$ cat config.mk
export PLATFORM = sky130hd
export DESIGN_NAME = can_mailbox_id_filter
export DESIGN_NICKNAME = d
export VERILOG_FILES = /design/src/rtl/can_mailbox_id_filter_pkg.sv /design/src/rtl/mailbox_desc_decode.sv /design/src/rtl/mailbox0_id_match.sv /design/src/rtl/can_mailbox_id_filter.sv
export VERILOG_INCLUDE_DIRS = /design/src /design/src/rtl
export SDC_FILE = /design/constraint.sdc
export NUM_CORES = 1
export LEC_CHECK = 0
export CELL_PAD_IN_SITES_DETAIL_PLACEMENT = 1
export CELL_PAD_IN_SITES_GLOBAL_PLACEMENT = 2
export CORE_MARGIN = 1.5
export CORE_UTILIZATION = 47
export CTS_BUF_LIST = sky130_fd_sc_hd__clkbuf_2
export DETAILED_ROUTE_END_ITERATION = 12
export DONT_BUFFER_PORTS = 1
export GPL_TIMING_DRIVEN = 0
export PLACE_DENSITY = 0.76
export SLEW_MARGIN = 30
export SYNTH_ARGS = -nofsm -noshare
export SYNTH_HDL_FRONTEND = slang
export SYNTH_HIERARCHICAL = 1
export SYNTH_SLANG_ARGS = --single-unit
export TNS_END_PERCENT = 1
$ cat constraint.sdc
create_clock -name i_clk_sys -period 1.7 [get_ports i_clk_sys]
set_input_delay 0 -clock i_clk_sys [delete_from_list [all_inputs] [get_ports i_clk_sys]]
set_output_delay 0 -clock i_clk_sys [all_outputs]
set_load 0.01 [all_outputs]
$ cat src/rtl/can_mailbox_id_filter_map.svh
// Register map, field positions and reset values for the mailbox identifier filter
`ifndef CAN_MAILBOX_ID_FILTER_MAP_SVH
`define CAN_MAILBOX_ID_FILTER_MAP_SVH

// Word offsets (byte address = 4 * index)
`define MASK_LOW_IDX 8'h00
`define MASK_HIGH_IDX 8'h01
`define MBOX_BASE_IDX 8'h40
`define MASK_RESET 16'h0000
`define MASK_HIGH_RSVD 16'h1C00
// Control byte indexes within a control set, zero based
`define BYTE_LEN 3'h0
`define BYTE_FRAME 3'h4
`define BYTE_ID_TOP 3'h5
`define BYTE_ID_LOW 3'h6
`define BYTE_ID_MID 3'h7
// Control byte 5 fields
`define FRAME_RTR_BIT 4
`define FRAME_IDE_BIT 3
`define UNMAPPED_READ 32'h00000000

`endif

$ cat src/rtl/can_mailbox_id_filter_pkg.sv
// Types shared by the mailbox identifier filter files
package can_mailbox_id_filter_pkg;
	typedef struct packed {
		logic [28:0] id;
		logic extended;
		logic remote;
		logic [3:0] length_code_field;
	} frame_desc_t;
	typedef struct packed {
		logic [15:0] low;
		logic [15:0] high;
	} mask_pair_t;
	typedef enum logic [1:0] {
		BUS_IDLE,
		BUS_READ_WAIT,
		BUS_DONE
	} bus_state_t;
endpackage

$ cat src/rtl/mailbox_desc_decode.sv
// Decodes one mailbox control set into a frame descriptor
`timescale 1ns/1ps
module mailbox_desc_decode
	import can_mailbox_id_filter_pkg::*;
(
	input wire logic [63:0] i_bytes, // Control bytes 1..8, byte 1 in bits 7:0
	output can_mailbox_id_filter_pkg::frame_desc_t o_desc, // Decoded descriptor
	output wire logic [3:0] o_byte_count // Data bytes, 0..8
);
	`include "can_mailbox_id_filter_map.svh"
	wire logic [7:0] len_b;
	wire logic [7:0] frame_b;
	wire logic [7:0] top_b;
	wire logic [7:0] low_b;
	wire logic [7:0] mid_b;
	assign len_b = i_bytes[8*`BYTE_LEN +: 8];
	assign frame_b = i_bytes[8*`BYTE_FRAME +: 8];
	assign top_b = i_bytes[8*`BYTE_ID_TOP +: 8];
	assign low_b = i_bytes[8*`BYTE_ID_LOW +: 8];
	assign mid_b = i_bytes[8*`BYTE_ID_MID +: 8];
	assign o_desc.id = {top_b, frame_b[7:5], frame_b[1:0], mid_b, low_b};
	assign o_desc.remote = frame_b[`FRAME_RTR_BIT];
	assign o_desc.extended = frame_b[`FRAME_IDE_BIT];
	assign o_desc.length_code_field = len_b[3:0];
	// Same coding serves data and remote frames
	assign o_byte_count = len_b[3] ? 4'h8 : {1'b0, len_b[2:0]};
endmodule // mailbox_desc_decode

$ cat src/rtl/mailbox0_id_match.sv
// Masked identifier compare for mailbox 0
`timescale 1ns/1ps
module mailbox0_id_match
	import can_mailbox_id_filter_pkg::*;
(
	input can_mailbox_id_filter_pkg::frame_desc_t i_ref, // Mailbox 0 descriptor
	input can_mailbox_id_filter_pkg::mask_pair_t i_mask, // Mask registers
	input wire logic [28:0] i_rx_id, // Received identifier
	input wire logic i_rx_ext, // Received frame is extended
	output wire logic o_match // Identifier accepted
);
	wire logic [28:0] dont_care;
	wire logic [28:0] diff;
	wire logic [28:0] std_keep;
	// Mask bit to identifier bit mapping
	assign dont_care[7:0] = i_mask.low[15:8];
	assign dont_care[15:8] = i_mask.low[7:0];
	assign dont_care[17:16] = i_mask.high[9:8];
	assign dont_care[20:18] = i_mask.high[15:13];
	assign dont_care[28:21] = i_mask.high[7:0];
	// Standard format only looks at the top 11 bits
	assign std_keep = i_rx_ext ? {29{1'b1}} : {{11{1'b1}}, 18'h00000};
	assign diff = (i_rx_id ^ i_ref.id) & ~dont_care & std_keep;
	assign o_match = (diff == 29'h00000000) && (i_rx_ext == i_ref.extended);
endmodule // mailbox0_id_match

$ cat src/rtl/can_mailbox_id_filter.sv
// Mailbox control sets, mailbox 0 acceptance masks and Avalon-MM slave
//
// Overview of operation
// - Low mask bits 15:8 drop identifier bits 7:0 and bits 7:0 drop bits 15:8 from compare.
// - High mask bits 15:13, 9:8 and 7:0 drop identifier bits 20:18, 17:16 and 28:21.
// - High mask bits 12:10 read zero and software writes them zero.
// - The masks act only on the identifier match for mailbox 0.
// - Both masks are 16-bit read-write registers that reset to zero.
// - There are 16 mailboxes, each with eight byte-wide control registers.
// - Byte 1 bits 3:0 give the length, 0..7 directly and 1xxx meaning 8.
// - The same length code gives the requested length of a remote frame.
// - Byte 5 bit 4 is zero for a data frame and one for a remote frame.
// - Byte 5 bit 3 is zero for standard and one for extended identifiers.
// - Byte 5 holds identifier 20:18 in bits 7:5, 17:16 in bits 1:0, and a spare bit 2.
// - Byte 6 holds identifier bits 28:21.
// - Byte 7 holds identifier 7:0 and byte 8 holds identifier 15:8.
//
// Local design decisions: the address map and the Avalon-MM register port.
`timescale 1ns/1ps
module can_mailbox_id_filter
	import can_mailbox_id_filter_pkg::*;
#(
	parameter int NUM_MAILBOXES = 16,
	parameter int BYTES_PER_SET = 8
) (
	input wire logic i_clk_sys, // System clock, 100 MHz
	input wire logic i_resetn, // Async reset, active low
	input wire logic [9:0] i_avs_address, // Word address
	input wire logic i_avs_read, // Read request
	input wire logic i_avs_write, // Write request
	input wire logic [31:0] i_avs_writedata, // Write data
	input wire logic [3:0] i_avs_byteenable, // Byte lanes
	output logic [31:0] o_avs_readdata, // Read data
	output wire logic o_avs_waitrequest, // Stall
	output wire logic [1:0] o_avs_response, // 00 ok, 10 slave error
	input wire logic i_rx_valid, // Received identifier present
	input wire logic [28:0] i_rx_id, // Received identifier
	input wire logic i_rx_ext, // Received frame extended
	input wire logic [3:0] i_desc_sel, // Mailbox to describe
	output can_mailbox_id_filter_pkg::frame_desc_t o_desc, // Selected descriptor
	output logic [3:0] o_desc_bytes, // Selected data byte count
	output logic o_mbox0_store // Store to mailbox 0 strobe
);
	import can_mailbox_id_filter_pkg::*;
	`include "can_mailbox_id_filter_map.svh"

	initial begin
		if (NUM_MAILBOXES != 16 || BYTES_PER_SET != 8) begin
			$error("mailbox geometry must be 16 sets of 8 bytes");
		end
	end

	// ************************************************************
	// Storage
	// ************************************************************
	// Control sets are RAM with no reset: contents unknown until written
	logic [7:0] ctrl_mem [0:NUM_MAILBOXES*BYTES_PER_SET-1];
	mask_pair_t mask;
	bus_state_t bus_state;
	bus_state_t next_bus_state;
	logic [1:0] rsp;

	// ************************************************************
	// Address decode
	// ************************************************************
	wire logic hit_low;
	wire logic hit_high;
	wire logic hit_mbox;
	wire logic [6:0] mbox_word;
	wire logic [3:0] mbox_num;
	wire logic word_half;
	wire logic [6:0] byte_base;
	wire logic bus_req;
	assign hit_low = (i_avs_address == {2'b00, `MASK_LOW_IDX});
	assign hit_high = (i_avs_address == {2'b00, `MASK_HIGH_IDX});
	assign mbox_word = 7'(i_avs_address - {2'b00, `MBOX_BASE_IDX});
	// Each control set spans two words: bytes 1..4 then bytes 5..8
	assign hit_mbox = (i_avs_address >= {2'b00, `MBOX_BASE_IDX})
		&& (i_avs_address < 10'({2'b00, `MBOX_BASE_IDX} + 10'(2 * NUM_MAILBOXES)));
	assign mbox_num = mbox_word[4:1];
	assign word_half = mbox_word[0];
	assign byte_base = {mbox_num, word_half, 2'b00};
	assign bus_req = i_avs_read || i_avs_write;

	// ************************************************************
	// Bus handshake
	// ************************************************************
	// Reads wait one cycle for the RAM; writes complete at once
	always_comb begin
		next_bus_state = bus_state;
		case (bus_state)
			BUS_IDLE: begin
				if (i_avs_read) begin
					next_bus_state = BUS_READ_WAIT;
				end
			end
			BUS_READ_WAIT: next_bus_state = BUS_IDLE;
			BUS_DONE: next_bus_state = BUS_IDLE;
			default: next_bus_state = BUS_IDLE;
		endcase
	end
	assign o_avs_waitrequest = i_avs_read ? (bus_state != BUS_READ_WAIT) : 1'b0;
	assign o_avs_response = rsp;

	always_ff @(posedge i_clk_sys or negedge i_resetn) begin
		if (!i_resetn) begin
			bus_state <= BUS_IDLE;
		end else begin
			bus_state <= next_bus_state;
		end
	end

	// ************************************************************
	// Mask registers
	// ************************************************************
	wire logic [15:0] mask_wr_bits;
	wire logic [15:0] mask_lane;
	assign mask_lane = {{8{i_avs_byteenable[1]}}, {8{i_avs_byteenable[0]}}};
	assign mask_wr_bits = i_avs_writedata[15:0];
	always_ff @(posedge i_clk_sys or negedge i_resetn) begin
		if (!i_resetn) begin
			mask.low <= `MASK_RESET;
			mask.high <= `MASK_RESET;
		end else if (i_avs_write) begin
			if (hit_low) begin
				mask.low <= (mask.low & ~mask_lane) | (mask_wr_bits & mask_lane);
			end
			if (hit_high) begin
				// Reserved bits never store
				mask.high <= ((mask.high & ~mask_lane) | (mask_wr_bits & mask_lane))
					& ~`MASK_HIGH_RSVD;
			end
		end
	end

	// ************************************************************
	// Control set RAM write and read
	// ************************************************************
	// One writer process keeps the RAM single-driven
	wire logic [3:0] lane_we;
	genvar g;
	generate
		for (g = 0; g < 4; g++) begin : g_lane
			assign lane_we[g] = i_avs_write && hit_mbox && i_avs_byteenable[g];
		end
	endgenerate
	always_ff @(posedge i_clk_sys) begin
		for (int l = 0; l < 4; l++) begin
			if (lane_we[l]) begin
				ctrl_mem[byte_base + 7'(l)] <= i_avs_writedata[8*l +: 8];
			end
		end
	end

	wire logic [31:0] mbox_rd_word;
	wire logic [31:0] rd_mux;
	assign mbox_rd_word = {ctrl_mem[byte_base + 7'd3], ctrl_mem[byte_base + 7'd2],
		ctrl_mem[byte_base + 7'd1], ctrl_mem[byte_base]};
	assign rd_mux = hit_low ? {16'h0000, mask.low} :
		hit_high ? {16'h0000, mask.high & ~`MASK_HIGH_RSVD} :
		hit_mbox ? mbox_rd_word : `UNMAPPED_READ;

	always_ff @(posedge i_clk_sys or negedge i_resetn) begin
		if (!i_resetn) begin
			o_avs_readdata <= 32'h00000000;
			rsp <= 2'b00;
		end else if (bus_req && bus_state == BUS_IDLE) begin
			o_avs_readdata <= i_avs_read ? rd_mux : o_avs_readdata;
			rsp <= (hit_low || hit_high || hit_mbox) ? 2'b00 : 2'b10;
		end
	end

	// ************************************************************
	// Descriptor view
	// ************************************************************
	logic [63:0] sel_bytes;
	logic [63:0] mb0_bytes;
	always_comb begin
		for (int i = 0; i < 8; i++) begin
			sel_bytes[8*i +: 8] = ctrl_mem[{i_desc_sel, 3'(i)}];
			mb0_bytes[8*i +: 8] = ctrl_mem[7'(i)];
		end
	end

	frame_desc_t sel_desc;
	frame_desc_t mb0_desc;
	wire logic [3:0] sel_count;
	mailbox_desc_decode u_sel_decode (
		.i_bytes(sel_bytes),
		.o_desc(sel_desc),
		.o_byte_count(sel_count)
	);
	mailbox_desc_decode u_mb0_decode (
		.i_bytes(mb0_bytes),
		.o_desc(mb0_desc),
		.o_byte_count()
	);

	// ************************************************************
	// Mailbox 0 acceptance
	// ************************************************************
	wire logic id_match;
	mailbox0_id_match u_match (
		.i_ref(mb0_desc),
		.i_mask(mask),
		.i_rx_id(i_rx_id),
		.i_rx_ext(i_rx_ext),
		.o_match(id_match)
	);

	always_ff @(posedge i_clk_sys or negedge i_resetn) begin
		if (!i_resetn) begin
			o_desc <= '0;
			o_desc_bytes <= 4'h0;
			o_mbox0_store <= 1'b0;
		end else begin
			o_desc <= sel_desc;
			o_desc_bytes <= sel_count;
			o_mbox0_store <= i_rx_valid && id_match;
		end
	end
endmodule // can_mailbox_id_filter

Word level (Yosys, flattened, before mapping)
Memory sizes are Yosys's and may differ from the RTL's. A register that Yosys moved wholly into a read port is not among the register bits.
Index checks and enable logic that the tools add are counted.
- memory bits (writable): 1024
- bits in registers: 74
- memories: 1
- bits of input ports: 85
- output and inout port bits: 75
- logic and storage cells: 68
- magnitude comparators: 2
- reductions and logical operators: 22
- equality and inequality tests: 4
- bitwise logic cells: 10
- mux-type cells: 17
- add/sub/neg operators: 4
- memories (name ; words ; width ; rd ports ; clocked after Yosys merged registers in ; write ports ; RTL line ; source):
    ctrl_mem ; 128 ; 8 ; 13 ; 4 ; 4 ; can_mailbox_id_filter.sv:57 ; logic [7:0] ctrl_mem [0:NUM_MAILBOXES*BYTES_PER_SET-1];
- operator list (kind ; number):
    $mux 32 ; 3
    $and 29x29->29 ; 2
    $and 16x16->16 ; 3
    $or 16x16->16 ; 2
    $logic_not 29->1 ; 1
    $not 29->29 ; 1
    $xor 29x29->29 ; 1
    $mux 18 ; 1
    $not 16->16 ; 1
    $add 7x2->7 const B ; 2
    $eq 10x1->1 const B ; 1
    $ge 10x7->1 const B ; 1
    $logic_not 10->1 ; 1
    $lt 10x7->1 const B ; 1
    $logic_and 1x1->1 ; 9
    $mux 1 ; 9
    $add 7x1->7 const B ; 1
    $mux 2 ; 3
    $reduce_and 2->1 ; 3
    $sub 5x1->5 const B ; 1
    $logic_not 1->1 ; 4
    $mux 4 ; 1
    $logic_or 1x1->1 ; 3
    $logic_not 2->1 ; 1
    other kinds (3) ; 3

Logic depth before layout (Yosys ltp)
An unclocked memory read counts as a cell.
- depth in word-level cells: 7
- gate-level depth with buffers: 10
- gate-level depth less buffers: 6

Cells and area by module
Netlist, hierarchy kept.
- by module, submodules not included (module ; sequential area each (um^2) ; area an instance (um^2) ; cells an instance ; instances):
    can_mailbox_id_filter ; 33327.0 ; 51164.1 ; 2623 ; 1
    mailbox_desc_decode ; 0.0 ; 289.0 ; 39 ; 2
    mailbox0_id_match ; 0.0 ; 394.1 ; 51 ; 1

Least setup slack after synthesis
OpenSTA, ideal clock, no wires.
- path type: input port to flip-flop
- start point: input i_avs_address[1]
- end point: memory ctrl_mem[105][0] (enable)
- path buffers: 5
- stages on the path: 8
- arrival time: 1.618 ns
- setup time: 0.370 ns
- required time: 1.330 ns
- path slack: -0.288 ns
- cell sequence: buf_6 > buf_12 > buf_12 > buf_12 > buf_4 > nor3b_1 > nand2_1 > nor2_1
- RTL lines (what ; RTL line ; source):
    from (decl) ; can_mailbox_id_filter.sv:28 ; input wire logic [9:0] i_avs_address,
    to (decl) ; can_mailbox_id_filter.sv:57 ;

==> results by group <==
Outcome
  • Outcome: finished, violations left
  • Failing checks: hold timing, setup timing

STA
  • Final Hold Fails: 162
  • Final min period: 2410 ps
  • Max_slew headroom: 0.102
  • Max frequency: 415 MHz
  • Hold Slack: -1190 ps
  • Final Setup Violations: 1111
  • Final WS setup: -712 ps
  • RSZ-0062 raised after global routing: yes
  • Worst Skew: 149 ps
  • Worst-Margin Slew: 1350 ps
  • Final period utilization: 1.42
  • Final Max Slew Viols: 0

Detailed routing
  • TritonRoute pass-1 iters: 5
  • Via count: 31300
  • DRC violations left: 0
  • Drt total wl: 186000 um
  • Drt initial violations: 4846
  • Via density: 6.58
  • Final ANT Viol Nets: 0
  • Wirelength per Cell: 39.1 um

Setup path
  • Crit path buf inv count: 5
  • Critical-path cell list: dlygate4sd3_1 -> inv_1 -> buf_2 -> buf_2 -> buf_2 -> nor3_1 -> nand2_1 -> nor2_2
  • Worst path depth: 8
  • Startpoint Class: input pin
  • Crit Reg-Reg Endpoint: o_avs_readdata[12]$_DFFE_PN0P_
  • Crit path max-delay family: buffers and inverters
  • CP max-delay cell: dlygate4sd3_1
  • WS Path Type: in -> reg
  • Flop-to-flop setup slack: -590 ps
  • Reg2reg path depth: 7
  • CP max FO: 10
  • R2r startpoint: bus_state[0]$_DFFE_PN0P_
  • CP required: 2880 ps
  • CP Capture Type: flip-flop
  • CP peak stage delay: 810 ps
  • Cell mode on critical path: buf_2
  • Worst EP arrival: 3590 ps

CTS
  • Root Buffer: clkbuf_2
  • Worst skew pair latency: 1600 ps
  • H-Tree Depth: 5
  • Clock transition at the registers of the reported paths: 100 ps
  • Sink Count: 1127
  • CTS tree: yes
  • CTS buffer count: 303
  • CTS max path bufs: 4

Die
  • Die area: 106000 um^2
  • Initial Util: 0.476
  • Io pins: 160
  • Die width: 325 um
  • Die height: 325 um
  • Core Area: 102000 um^2
  • FP Rows: 117

Power
  • Pleak: 19.7 nW
  • Psw: 0.0146 W
  • Total chip power: 0.0544 W
  • Sequential Power Share: 0.560
  • Max VDD drop: 0.432 mV
  • PwrDens: 941 nW/um^2
  • Clock power share: 0.348
  • Combinational power share: 0.092
  • Switching Fraction: 0.269
  • P_int: 0.0398 W

Cells and area
  • Fillcell total: 9270
  • Commonest non-fill, non-tap cell in the layout: edfxtp_1
  • Fraction of layout cells with a size suffix above 1: 0.405
  • Area Growth Syn to Fin: 18.5%
  • Nets: 3257
  • Most frequent cells in the layout: 1024 x edfxtp_1, 477 x clkbuf_2, 371 x mux4_2, 207 x dlygate4sd3_1, 143 x mux2i_1

Placement
  • Port bufs: 0
  • Post-Place Setup Slack: -1670 ps
  • GPL Wtd Cong: 0.957
  • Post-DP HPWL: 125000 um

Global routing
  • Largest net degree at the start of global routing: 104
  • First-pass GRT wire length: 254000 um
  • Vias in the first global route: 31900
  • Initial antenna violation count: 7
  • Total grt overflow: 0
  • Gr usage total: 0.350

Hold path
  • Hold Path Depth: 3
  • HP Class: in -> reg
  • Hold Crit Start: i_avs_read
  • Worst hold endpoint: o_avs_response[1]$_DFFE_PN0P_

Logic synthesis
  • Cell Area, Synth: 48700 um^2
  • Avg Cell Area, Syn: 18.9 um^2
  • Synth Warn #: 6
  • Post-synth net total: 2665
  • Mapped Cells: 2580

Flow run
  • Max-cap violations: 0
==> layer usage <==
layer / share of wire / GRT usage / up-vias
met3: 0.12 / 0.105 / 384
met5: 0.00015 / 0 / -
li1: - / - / 11800
met2: 0.45 / 0.519 / 2374
met1: 0.38 / 0.485 / 16700
met4: 0.041 / 0.147 / 4
==> worst reg2reg max path, delay by kind of cell (launching register included) <==
| kind | cells | cell delay [ps] |
|---|---|---|
| flip-flops | 1 | 400 |
| buffers and inverters | 2 | 480 |
| AO/OA/AOI/OAI | 2 | 630 |
| AND/OR/NAND/NOR | 3 | 710 |
==> sequential cells by signal (all words and copies together) (netlist names), named ones only <==
name / flops
bus_state: 1
ctrl_mem: 1024
o_avs_readdata: 32
o_avs_response: 1
o_desc: 35
o_desc_bytes: 4
o_mbox0_store: 1
==> final cells by class <==
type | count | area, um^2 | share of cell area
Antenna cell | 8 | 20.0 | 0.000347
Timing Repair Buffer | 287 | 3350 | 0.0579
Clock inverter | 53 | 292 | 0.00505
Inverter | 3 | 16.3 | 0.000282
Buffer | 250 | 1790 | 0.0310
Tap cell | 1368 | 1710 | 0.0296
Sequential cell | 1127 | 33300 | 0.577
Clock buffer | 455 | 2280 | 0.0394
Multi-Input combinational cell | 1200 | 15000 | 0.259
==> worst max-delay path by stage <==
stage	start	end	slack (ps)
floorplan	i_avs_address[1]	ctrl_mem[113][0]$_DFFE_PP_	-170
global placement	i_avs_address[3]	ctrl_mem[67][4]$_DFFE_PP_	-2110
detailed placement	i_avs_address[3]	ctrl_mem[102][1]$_DFFE_PP_	-1670
CTS	bus_state[0]$_DFFE_PN0P_	o_avs_waitrequest	-590
global route	bus_state[0]$_DFFE_PN0P_	o_avs_readdata[12]$_DFFE_PN0P_	-620
finish	i_avs_address[2]	ctrl_mem[112][3]$_DFFE_PP_	-710
==> power groups by stage <==
stage | registers, W | clock network (W) | logic (W)
after global routing | 0.0304 | 0.0204 | 0.00507
final | 0.0304 | 0.0189 | 0.00499
after CTS | 0.0304 | 0.0190 | 0.00475
after floorplan | 0.0310 | 0 | 0.00219
after detailed placement | 0.0311 | 0 | 0.00353
after global placement | 0.0311 | 0 | 0.00348
==> stage by stage <==
step	cell area [um^2]	instances	util	setup TNS [ps]	hold WS, ps
6_report	57800	4751	0.564	-311140	-1190
5_1_grt	57700	4745	0.564	-240890	-1270
4_1_cts	56600	4698	0.553	-263350	-1350
3_5_place_dp	50900	3948	0.497	-1484020	-291
3_3_place_gp	50800	3948	0.497	-1483750	-291
2_1_floorplan	49100	2580	-	-126120	-296
==> repair_timing <==
item | in CTS | in global routing
setup buffers | 1 | 17
endpoints found under the setup margin | 151 | 1164
hold buffers | 241 | 29
gates resized for setup | 80 | 163
endpoints found under the hold margin | 2203 | 627
pin swaps | 4 | 23
Power figures use the tool's default switching activity.
